## src/design/ops_pkg.sv

```systemverilog
// Package for the on-air preset selector: register map, fields, timing
package ops_pkg;
  localparam logic [7:0] ops_reg_ctrl = 8'h00;
  localparam logic [7:0] ops_reg_cmd = 8'h04;
  localparam logic [7:0] ops_reg_status = 8'h08;
  localparam logic [7:0] ops_reg_time = 8'h0C;
  localparam logic [7:0] ops_reg_name = 8'h10;
  localparam logic [7:0] ops_reg_export = 8'h14;
  localparam logic [7:0] ops_reg_import = 8'h18;
  localparam logic [7:0] ops_reg_dp_base = 8'h20;
  localparam logic [7:0] ops_reg_dp_start = 8'h40;
  // Ctrl fields
  localparam int ops_ctrl_trig_en = 0;
  localparam int ops_ctrl_sched_en = 1;
  localparam int ops_ctrl_cmp_b = 2;
  // Command codes in cmd[2:0], slot in cmd[8:4]
  localparam logic [2:0] ops_cmd_load = 3'h1;
  localparam logic [2:0] ops_cmd_save = 3'h2;
  localparam logic [2:0] ops_cmd_rename = 3'h3;
  localparam logic [2:0] ops_cmd_import = 3'h4;
  localparam logic [2:0] ops_cmd_edit = 3'h5;
  // Preset codes: 0 off, 1..8 user, 9..31 factory
  localparam logic [4:0] ops_preset_off = 5'h00;
  localparam logic [4:0] first_user_slot = 5'h01;
  localparam logic [4:0] last_user_slot = 5'h08;
  localparam logic [4:0] ops_reset_default = 5'h01;
  // Day code 7 means every day
  localparam logic [2:0] ops_day_all = 3'h7;
  localparam int ops_name_max = 15;
  localparam int ops_dp_count = 8;
  // Debounce time in us and derived cycles at 200 MHz
  localparam int ops_debounce_us = 5000;
  localparam int ops_clk_mhz = 200;
  localparam int ops_debounce_cycles = ops_debounce_us * ops_clk_mhz;
  localparam int ops_mins_per_day = 1440;
  typedef enum logic [1:0] {
    ops_idle = 2'b00,
    ops_data = 2'b01
  } ops_bus_t;
endpackage

```

## src/design/ops_onair_preset_selector.sv

```systemverilog
// On-air preset selector with AHB-Lite register slave
// Overview of operation
// - Low trigger n puts user preset n+1 on air
// - Trigger port enable bit gates all triggers
// - Lowest numbered low trigger wins
// - Trigger release returns to normal preset
// - No override keeps default preset on air
// - Ending override returns to current default
// - Load command replaces default, airs if free
// - Load during override defers airing
// - Save copies live settings of loaded default preset to chosen slot
// - Factory slots never written
// - Names longer than fifteen characters truncated
// - Export returns chosen slot contents
// - Import writes user slot only, no airing
// - Eight daypart entries in two banks
// - Daypart target may be off
// - Daypart start holds day, hour, minute
// - Day code all matches every day
// - Daypart duration in minutes
// - Scheduler global enable gates dayparts
// - Overlapping dayparts allowed, one overrides
// - Report default, daypart, trigger source tags
// - Load disarms compare; edit arms it
// - Compare B written while compare armed blocks edits
// - Daypart starts when clock equals start
// - Daypart ends at midnight at latest
`timescale 1ns/100ps
module ops_onair_preset_selector
  import ops_pkg::*;
#(
  parameter int debounce_cycles = ops_debounce_cycles,
  parameter int slot_count = 32
)(
  input wire logic hclk,
  input wire logic hresetn,
  input wire logic hsel,
  input wire logic [31:0] haddr,
  input wire logic [1:0] htrans,
  input wire logic hwrite,
  input wire logic [2:0] hsize,
  input wire logic [31:0] hwdata,
  input wire logic hready,
  output logic [31:0] hrdata,
  output logic hreadyout,
  output logic hresp,
  input wire logic [7:0] trig_n,
  input wire logic [2:0] rtc_day,
  input wire logic [4:0] rtc_hour,
  input wire logic [5:0] rtc_min,
  output logic [4:0] onair_preset,
  output logic default_source_tag,
  output logic schedule_source_tag,
  output logic contact_source_tag,
  output logic compare_armed,
  output logic edits_blocked
);
  if (debounce_cycles < 1 || slot_count != 32)
    $error("ops: unsupported parameters");
  // Bus slave: single-cycle data phase, always OKAY
  logic ph_wr;
  logic [7:0] ph_addr;
  logic [2:0] cmd_op;
  logic [4:0] cmd_slot;
  logic cmd_go;
  logic [31:0] ctrl;
  logic [4:0] default_preset;
  logic [4:0] dp_target [ops_dp_count];
  logic [13:0] dp_start [ops_dp_count];
  logic [10:0] dp_len [ops_dp_count];
  logic [31:0] slot_data [slot_count];
  logic [31:0] live_data;
  logic [3:0] name_len;
  logic refused;
  logic [4:0] sel_slot;
  always_ff @(posedge hclk or negedge hresetn)
  begin
    if (!hresetn)
    begin
      ph_wr <= 1'b0;
      ph_addr <= 8'h00;
      hreadyout <= 1'b1;
      hresp <= 1'b0;
    end
    else if (hready)
    begin
      ph_wr <= hsel && htrans[1] && hwrite;
      ph_addr <= haddr[7:0];
      hreadyout <= 1'b1;
      hresp <= 1'b0;
    end
  end
  assign cmd_go = ph_wr && ph_addr == ops_reg_cmd;
  assign cmd_op = hwdata[2:0];
  assign cmd_slot = hwdata[8:4];
  function automatic logic is_user(input logic [4:0] s);
    return s >= first_user_slot && s <= last_user_slot;
  endfunction
  // Trigger synchroniser and per-input debounce
  logic [7:0] trig_s1;
  logic [7:0] trig_s2;
  logic [7:0] trig_db;
  logic [31:0] db_cnt [8];
  always_ff @(posedge hclk or negedge hresetn)
  begin
    if (!hresetn)
    begin
      trig_s1 <= 8'hFF;
      trig_s2 <= 8'hFF;
    end
    else
    begin
      trig_s1 <= trig_n;
      trig_s2 <= trig_s1;
    end
  end

  for (genvar i = 0; i < 8; i++)
  begin : g_db
    always_ff @(posedge hclk or negedge hresetn)
    begin
      if (!hresetn)
      begin
        db_cnt[i] <= 32'h0;
        trig_db[i] <= 1'b0;
      end
      // Level must hold stable for the whole window before it counts
      else if ((!trig_s2[i]) == trig_db[i])
        db_cnt[i] <= 32'h0;
      else if (db_cnt[i] >= 32'(debounce_cycles - 1))
      begin
        db_cnt[i] <= 32'h0;
        trig_db[i] <= !trig_s2[i];
      end
      else
        db_cnt[i] <= db_cnt[i] + 32'h1;
    end
  end

  // Priority: lowest input number wins
  logic trig_act;
  logic [4:0] trig_preset;
  always_comb
  begin
    trig_act = 1'b0;
    trig_preset = ops_preset_off;
    for (int i = 7; i >= 0; i--)
      if (trig_db[i] && ctrl[ops_ctrl_trig_en])
      begin
        trig_act = 1'b1;
        trig_preset = first_user_slot + 5'(i);
      end
  end

  // Dayparts: minute counters, ended by duration or midnight
  logic [10:0] now_min;
  logic [10:0] dp_left [ops_dp_count];
  logic [ops_dp_count-1:0] dp_act;
  logic [2:0] newest;
  logic [5:0] last_min;
  logic min_tick;
  logic [ops_dp_count-1:0] dp_hit;
  assign now_min = 11'(rtc_hour) * 11'd60 + 11'(rtc_min);
  assign min_tick = rtc_min != last_min;

  always_ff @(posedge hclk or negedge hresetn)
  begin
    if (!hresetn)
      last_min <= 6'h3F;
    else
      last_min <= rtc_min;
  end

  for (genvar d = 0; d < ops_dp_count; d++)
  begin : g_dp
    // Day all or exact day, then hour and minute equal the clock
    assign dp_hit[d] = min_tick && dp_target[d] != ops_preset_off
      && (dp_start[d][13:11] == ops_day_all || dp_start[d][13:11] == rtc_day)
      && dp_start[d][10:0] == now_min && dp_len[d] != 11'h0;
    always_ff @(posedge hclk or negedge hresetn)
    begin
      if (!hresetn)
      begin
        dp_act[d] <= 1'b0;
        dp_left[d] <= 11'h0;
      end
      else if (dp_hit[d])
      begin
        dp_act[d] <= 1'b1;
        dp_left[d] <= dp_len[d];
      end
      else if (dp_act[d] && min_tick)
      begin
        dp_left[d] <= dp_left[d] - 11'h1;
        // Midnight wraps now_min to zero and cuts it short
        if (dp_left[d] == 11'h1 || now_min == 11'h0)
          dp_act[d] <= 1'b0;
      end
    end
  end
  // Most recent starter recorded; overlaps are legal
  always_ff @(posedge hclk or negedge hresetn)
  begin
    if (!hresetn)
      newest <= 3'h0;
    else
      for (int d = 0; d < ops_dp_count; d++)
        if (dp_hit[d])
          newest <= 3'(d);
  end
  logic sched_act;
  logic [4:0] sched_preset;
  always_comb
  begin
    sched_act = 1'b0;
    sched_preset = ops_preset_off;
    for (int d = 0; d < ops_dp_count; d++)
      if (dp_act[d] && ctrl[ops_ctrl_sched_en])
      begin
        sched_act = 1'b1;
        sched_preset = dp_target[d];
      end
    if (dp_act[newest] && ctrl[ops_ctrl_sched_en])
      sched_preset = dp_target[newest];
  end

  // On-air choice, registered straight to outputs
  logic [4:0] next_onair;
  always_comb
  begin
    if (trig_act)
      next_onair = trig_preset;
    else if (sched_act)
      next_onair = sched_preset;
    else
      next_onair = default_preset;
  end

  always_ff @(posedge hclk or negedge hresetn)
  begin
    if (!hresetn)
    begin
      onair_preset <= ops_reset_default;
      default_source_tag <= 1'b1;
      schedule_source_tag <= 1'b0;
      contact_source_tag <= 1'b0;
    end
    else
    begin
      onair_preset <= next_onair;
      default_source_tag <= next_onair == default_preset;
      schedule_source_tag <= sched_act && next_onair == sched_preset;
      contact_source_tag <= trig_act;
    end
  end

  // Registers and commands
  always_ff @(posedge hclk or negedge hresetn)
  begin
    if (!hresetn)
    begin
      ctrl <= 32'h0;
      default_preset <= ops_reset_default;
      sel_slot <= first_user_slot;
      name_len <= 4'h0;
      refused <= 1'b0;
      compare_armed <= 1'b0;
      edits_blocked <= 1'b0;
      live_data <= 32'h0;
      for (int d = 0; d < ops_dp_count; d++)
      begin
        dp_target[d] <= ops_preset_off;
        dp_start[d] <= 14'h0;
        dp_len[d] <= 11'h0;
      end
    end
    else if (ph_wr)
    begin
      if (ph_addr == ops_reg_ctrl)
      begin
        ctrl <= {29'h0, hwdata[2:0]};
        edits_blocked <= hwdata[ops_ctrl_cmp_b] && compare_armed;
      end
      for (int d = 0; d < ops_dp_count; d++)
      begin
        if (ph_addr == ops_reg_dp_base + 8'(d * 4))
        begin
          dp_target[d] <= hwdata[4:0];
          dp_len[d] <= hwdata[26:16];
        end
        if (ph_addr == ops_reg_dp_start + 8'(d * 4))
          dp_start[d] <= hwdata[13:0];
      end
      if (ph_addr == ops_reg_import)
      begin
        refused <= !is_user(sel_slot);
      end
      if (cmd_go)
      begin
        sel_slot <= cmd_slot;
        refused <= 1'b0;
        case (cmd_op)
          ops_cmd_load:
          begin
            default_preset <= cmd_slot;
            compare_armed <= 1'b0;
            edits_blocked <= 1'b0;
            ctrl[ops_ctrl_cmp_b] <= 1'b0;
            live_data <= slot_data[cmd_slot];
          end
          ops_cmd_save: refused <= !is_user(cmd_slot);
          ops_cmd_rename:
          begin
            refused <= !is_user(cmd_slot);
            // Longer names are cut rather than rejected
            name_len <= hwdata[15:12] > 4'(ops_name_max) ? 4'(ops_name_max)
              : hwdata[15:12];
          end
          ops_cmd_edit:
            if (!edits_blocked)
            begin
              compare_armed <= 1'b1;
              live_data <= {live_data[30:0], 1'b1} ^ {23'h0, hwdata[16:8]};
            end
          default: ;
        endcase
      end
    end
  end

  // Slot store; factory contents are built in at reset
  always_ff @(posedge hclk or negedge hresetn)
  begin
    if (!hresetn)
      for (int s = 0; s < slot_count; s++)
        slot_data[s] <= 32'(s);
    else if (cmd_go && cmd_op == ops_cmd_save && is_user(cmd_slot))
      slot_data[cmd_slot] <= live_data;
    else if (ph_wr && ph_addr == ops_reg_import && is_user(sel_slot))
      slot_data[sel_slot] <= hwdata;
  end

  // Read mux
  always_ff @(posedge hclk or negedge hresetn)
  begin
    if (!hresetn)
      hrdata <= 32'h0;
    else if (hready && hsel && htrans[1] && !hwrite)
    begin
      hrdata <= 32'h0;
      case (haddr[7:0])
        ops_reg_ctrl: hrdata <= ctrl;
        ops_reg_status: hrdata <= {16'h0, 3'h0, refused, edits_blocked, compare_armed,
          contact_source_tag, schedule_source_tag, default_source_tag,
          default_preset, onair_preset[1:0]};
        ops_reg_time: hrdata <= {21'h0, now_min};
        ops_reg_name: hrdata <= {28'h0, name_len};
        ops_reg_export: hrdata <= slot_data[sel_slot];
        ops_reg_cmd: hrdata <= {23'h0, sel_slot, 4'h0};
        default:
          for (int d = 0; d < ops_dp_count; d++)
          begin
            if (haddr[7:0] == ops_reg_dp_base + 8'(d * 4))
              hrdata <= {5'h0, dp_len[d], 11'h0, dp_target[d]};
            if (haddr[7:0] == ops_reg_dp_start + 8'(d * 4))
              hrdata <= {18'h0, dp_start[d]};
          end
      endcase
    end
  end

  a_trig_wins: assert property (@(posedge hclk) disable iff (!hresetn)
    trig_act |=> onair_preset == $past(trig_preset)) else $error("trigger not on air");
  a_trig_gated: assert property (@(posedge hclk) disable iff (!hresetn)
    !ctrl[ops_ctrl_trig_en] |-> !trig_act) else $error("trigger port off ignored");
  a_low_wins: assert property (@(posedge hclk) disable iff (!hresetn)
    trig_act && trig_db[0] |-> trig_preset == first_user_slot) else $error("priority");
  a_default_air: assert property (@(posedge hclk) disable iff (!hresetn)
    !trig_act && !sched_act |=> onair_preset == $past(default_preset)) else $error("default");
  a_load_default: assert property (@(posedge hclk) disable iff (!hresetn)
    cmd_go && cmd_op == ops_cmd_load |=> default_preset == $past(cmd_slot)) else $error("load");
  a_factory_safe: assert property (@(posedge hclk) disable iff (!hresetn)
    cmd_go && cmd_op == ops_cmd_save && !is_user(cmd_slot) |=> $stable(slot_data[31]))
    else $error("factory written");
  a_name_limit: assert property (@(posedge hclk) disable iff (!hresetn)
    cmd_go && cmd_op == ops_cmd_rename |=> name_len == $past(hwdata[15:12])) else $error("name");
  a_load_disarm: assert property (@(posedge hclk) disable iff (!hresetn)
    cmd_go && cmd_op == ops_cmd_load |=> !compare_armed && !edits_blocked)
    else $error("compare");
  a_sched_off: assert property (@(posedge hclk) disable iff (!hresetn)
    !ctrl[ops_ctrl_sched_en] |-> !sched_act) else $error("scheduler off");
  c_trigger: cover property (@(posedge hclk) trig_act);
  c_daypart: cover property (@(posedge hclk) sched_act && !trig_act);
  c_all_tags: cover property (@(posedge hclk)
    default_source_tag && schedule_source_tag && contact_source_tag);
endmodule

```

## config.mk

```make
export PLATFORM = sky130hd
export DESIGN_NAME = ops_onair_preset_selector
export DESIGN_NICKNAME = d
export VERILOG_FILES = /design/src/design/ops_pkg.sv /design/src/design/ops_onair_preset_selector.sv
export SDC_FILE = /design/constraint.sdc
export NUM_CORES = 2
export LEC_CHECK = 0
export ABC_AREA = 1
export BUFFER_PORTS_ARGS = -buffer_cell sky130_fd_sc_hd__buf_2
export CORE_UTILIZATION = 50
export DETAILED_ROUTE_END_ITERATION = 10
export MAX_ROUTING_LAYER = met4
export PLACE_DENSITY = 0.78
export SKIP_LAST_GASP = 1
export SLEW_MARGIN = 5
export SYNTH_ARGS = -nofsm -noshare
export SYNTH_HDL_FRONTEND = slang
export SYNTH_SLANG_ARGS = --single-unit
```

## constraint.sdc

```tcl
create_clock -name hclk -period 2.35 [get_ports hclk]
set_input_delay 0.235 -clock hclk [delete_from_list [all_inputs] [get_ports hclk]]
set_output_delay 0.235 -clock hclk [all_outputs]
set_load 0.03 [all_outputs]
```

==> metrics.md <==
| Metric | Value |
|---|---|
| Max Cap Viol | `0` |
| Design area | `107000 sq um` |
| Post-detailed-route via-to-cell ratio | `6.21` |
| Synthesized flop and latch total | `1750` |
| Peak supply drop | `0.605 mV` |
| Worst-path clk slew | `60 ps` |
| Dpl hpwl | `213000 um` |
| CP Launch Point | `rtc_hour[1]` |
| Flop-to-flop setup slack | `-600 ps` |
| Largest net degree at the start of global routing | `106` |
| DRT met1 WL | `119000 um` |
| RSZ-0062 raised after global routing | `yes` |
| DR pass1 iterations | `11` |
| Die Wd | `415 um` |
| Min-delay worst type | `in -> reg` |
| GRT Overall Usage | `0.373` |
| Crit path DAT | `4050 ps` |
| Total Wirelength | `325000 um` |
| Syn avg cell area | `8.68 sq um` |
| Clock skew | `59.9 ps` |
| H-tree depth | `4` |
| Area grow syn2layout | `25.5%` |
| Area post-placement | `94400 sq um` |
| Fin crit period | `3340 ps` |
| Min-delay src | `trig_n[4]` |
| Die Ht | `415 um` |
| TritonCTS clock tree | `done` |
| Initial Util | `0.503` |
| Final Wtd Congestion | `1.01` |
| Fin crit share | `1.42` |
| Final setup vio count | `471` |
| I/O pin cnt | `140` |
| Post-synthesis sequential area ratio | `0.516` |
| Vias in the first global route | `77400` |
| Max Clk Rate | `0.299 GHz` |
| Worst-skew pair later-pin latency | `890 ps` |
| GRT Residual Overflow | `0` |
| Wirelength per Cell | `25.6 um` |
| Worst rel slew slack | `0.431` |
| Most frequent cells in the layout | `dfrtp_1 (1643), nand2_1 (1488), inv_1 (1109), buf_4 (984), o21ai_0 (600)` |
| Initial antenna violation count | `17` |
| Synth Warn # | `0` |
| Final hold viol count | `0` |
| First-pass GRT wire length | `476000 um` |
| Cell row count | `151` |
| Pwr per Cell Area | `721 nW/um^2` |
| CP max-delay cell | `fa_1` |
| DRC | `0` |
| # port buffers | `109` |
| WP data required | `3050 ps` |
| Slew @ Worst Pin | `853 ps` |
| DR top layer | `met4` |
| CTS Buffer Depth | `3` |
| Metal2 WL | `143000 um` |
| Met3 wire length | `35800 um` |
| Fraction of registers with async set/reset | `1.00` |
| Synthesized cell area | `85100 sq um` |
| Nets | `10400` |
| Post-synth EDFFs | `0` |
| Setup ws final | `-994 ps` |
| Cell count after synthesis | `9804` |
| Die ar. | `172000 sq um` |
| Status | `complete, but fails checks` |
| CP startpoint kind | `input pin` |
| Worst path bufs/invs | `5` |
| R2R Path Start | `ph_addr[1]` |
| Hold Slack | `44.4 ps` |
| CP max stage delay | `610 ps` |
| Failing checks | `setup timing` |
| Final antenna-violating net count | `0` |
| Via count | `78800` |
| Num CTS Buffers | `184` |
| Share of cells above drive strength 1 | `0.233` |
| Dominant synthesized flop cell | `dfrtp_1` |
| Detailed Route Iter0 Violations | `10800` |
| Max Slew Vio Count | `0` |
| Top Family by Delay on Critical Path | `adder cells` |
| Area of the core | `169000 sq um` |
| LEAKAGE | `49.3 nW` |
| Clock sinks | `1750` |
| Util after Layout | `0.631` |
| Worst-path maximum fanout | `15` |
| Cell variety after synth | `64` |
| Final Power | `77.0 mW` |
| Setup CP Type | `in -> reg` |
| Commonest non-fill, non-tap cell in the layout | `dfrtp_1` |
| Critical path endpoint category | `register` |
| Crit path cell chain | `buf_6 -> fa_2 -> fa_1 -> fa_1 -> ha_4 -> buf_6 -> nand3_2 -> nand2_2 -> nand2_8 -> nand2_4 -> buf_4 -> xnor2_1 -> nor2_1 -> nand3_2 -> nor2_4 -> nand3_4 -> buf_12 -> buf_4 -> nand3_1 -> o221ai_1` |
| Clock Root Buffer | `clkbuf_16` |
==> Yosys cell counts, drive strengths merged, types with 40 or more instances <==
master | count | share of area
dfstp | 106 | 0.033
buf | 116 | 0.0070
a21oi | 278 | 0.016
dfrtp | 1644 | 0.48
inv | 1144 | 0.050
o221ai | 455 | 0.047
clkbuf | 1154 | 0.051
xor2 | 98 | 0.010
xnor2 | 44 | 0.0045
nor3b | 45 | 0.0040
o211ai | 62 | 0.0055
a22o | 42 | 0.0043
o2111ai | 44 | 0.0045
a221oi | 81 | 0.0083
o22ai | 275 | 0.021
mux2 | 119 | 0.016
nor4 | 58 | 0.0045
ha | 40 | 0.0059
nand3 | 270 | 0.016
a22oi | 458 | 0.040
nand4 | 105 | 0.0077
nor2 | 571 | 0.025
o21ai | 693 | 0.041
nor3 | 107 | 0.0068
nand2 | 1628 | 0.073
==> layout make-up <==
cell class                 instances  area, sq um
antenna                           15         37.5
clock buffer                     258         5280
clock inverter                    86         1250
fill                           13000        62400
inverter                        1159         4410
multi-input combinational       5723        34800
sequential                      1750        43900
tap                             2218         2780
timing repair buffer            1475        14400
==> routing by layer <==
layer / GRT usage / vias up
met5: - / -
met3: 0.0970 / 1591
li1: - / 34000
met4: 0.243 / 0
met1: 0.454 / 37900
met2: 0.551 / 5354
==> final timing paths <==
kind                                        to  depth (start not counted)
worst max register to register  slot_data[964]                         15
worst min-delay path                trig_s1[4]                          2
worst min register to register      trig_s2[0]                          0
worst max-delay path               dp_left[38]                         20
max in group asynchronous       slot_data[462]                          4
min in group asynchronous         dp_start[33]                          3
==> registers in the layout (all words and copies together) (netlist names), 8 cells and up <==
name / cells
dp_start: 112
trig_db: 8
trig_s1: 8
dp_left: 88
dp_target: 40
slot_data: 1024
trig_s2: 8
ph_addr: 8
live_data: 32
db_cnt: 256
hrdata: 32
dp_act: 8
dp_len: 88
==> kinds of logic (layout without fill, tap and decap cells) <==
kind of cell / after synthesis / in the layout / share of synthesized area
AND/OR/NAND/NOR: 2837 / 2839 / 0.141
flip-flops: 1750 / 1750 / 0.516
XOR/XNOR: 142 / 142 / 0.0147
buffers and inverters: 2429 / 2978 / 0.109
AO/OA/AOI/OAI: 2476 / 2476 / 0.196
multiplexers: 120 / 120 / 0.0159
adder cells (fa/ha/maj): 48 / 48 / 0.00776
other: 2 / 113 / 0.0000882
==> power by group <==
| group | switching [mW] | internal [mW] |
|---|---|---|
| registers | 1.09 | 31.4 |
| logic | 8.10 | 5.08 |
| clock network | 13.1 | 18.2 |
| total | 22.3 | 54.7 |
==> repair_timing <==
item,CTS,global route
endpoints found under the hold margin,1516,0
gates cloned,33,24
buffers inserted,91,68
pin swaps,82,105
hold buffers,67,0
resized for setup,428,376
endpoints found under the setup margin,429,568
==> through the flow <==
| step | instances | setup TNS [ps] | setup WS (ps) |
|---|---|---|---|
| 2_1_floorplan | 9900 | -126120 | -1330 |
| 3_3_place_gp | 12100 | -290490 | -2030 |
| 3_5_place_dp | 12100 | -298610 | -2050 |
| 4_1_cts | 12600 | -157870 | -968 |
| 5_1_grt | 12700 | -269610 | -1110 |
| 6_report | 12700 | -214470 | -994 |
Note: power is estimated with default switching activity, not from simulation.
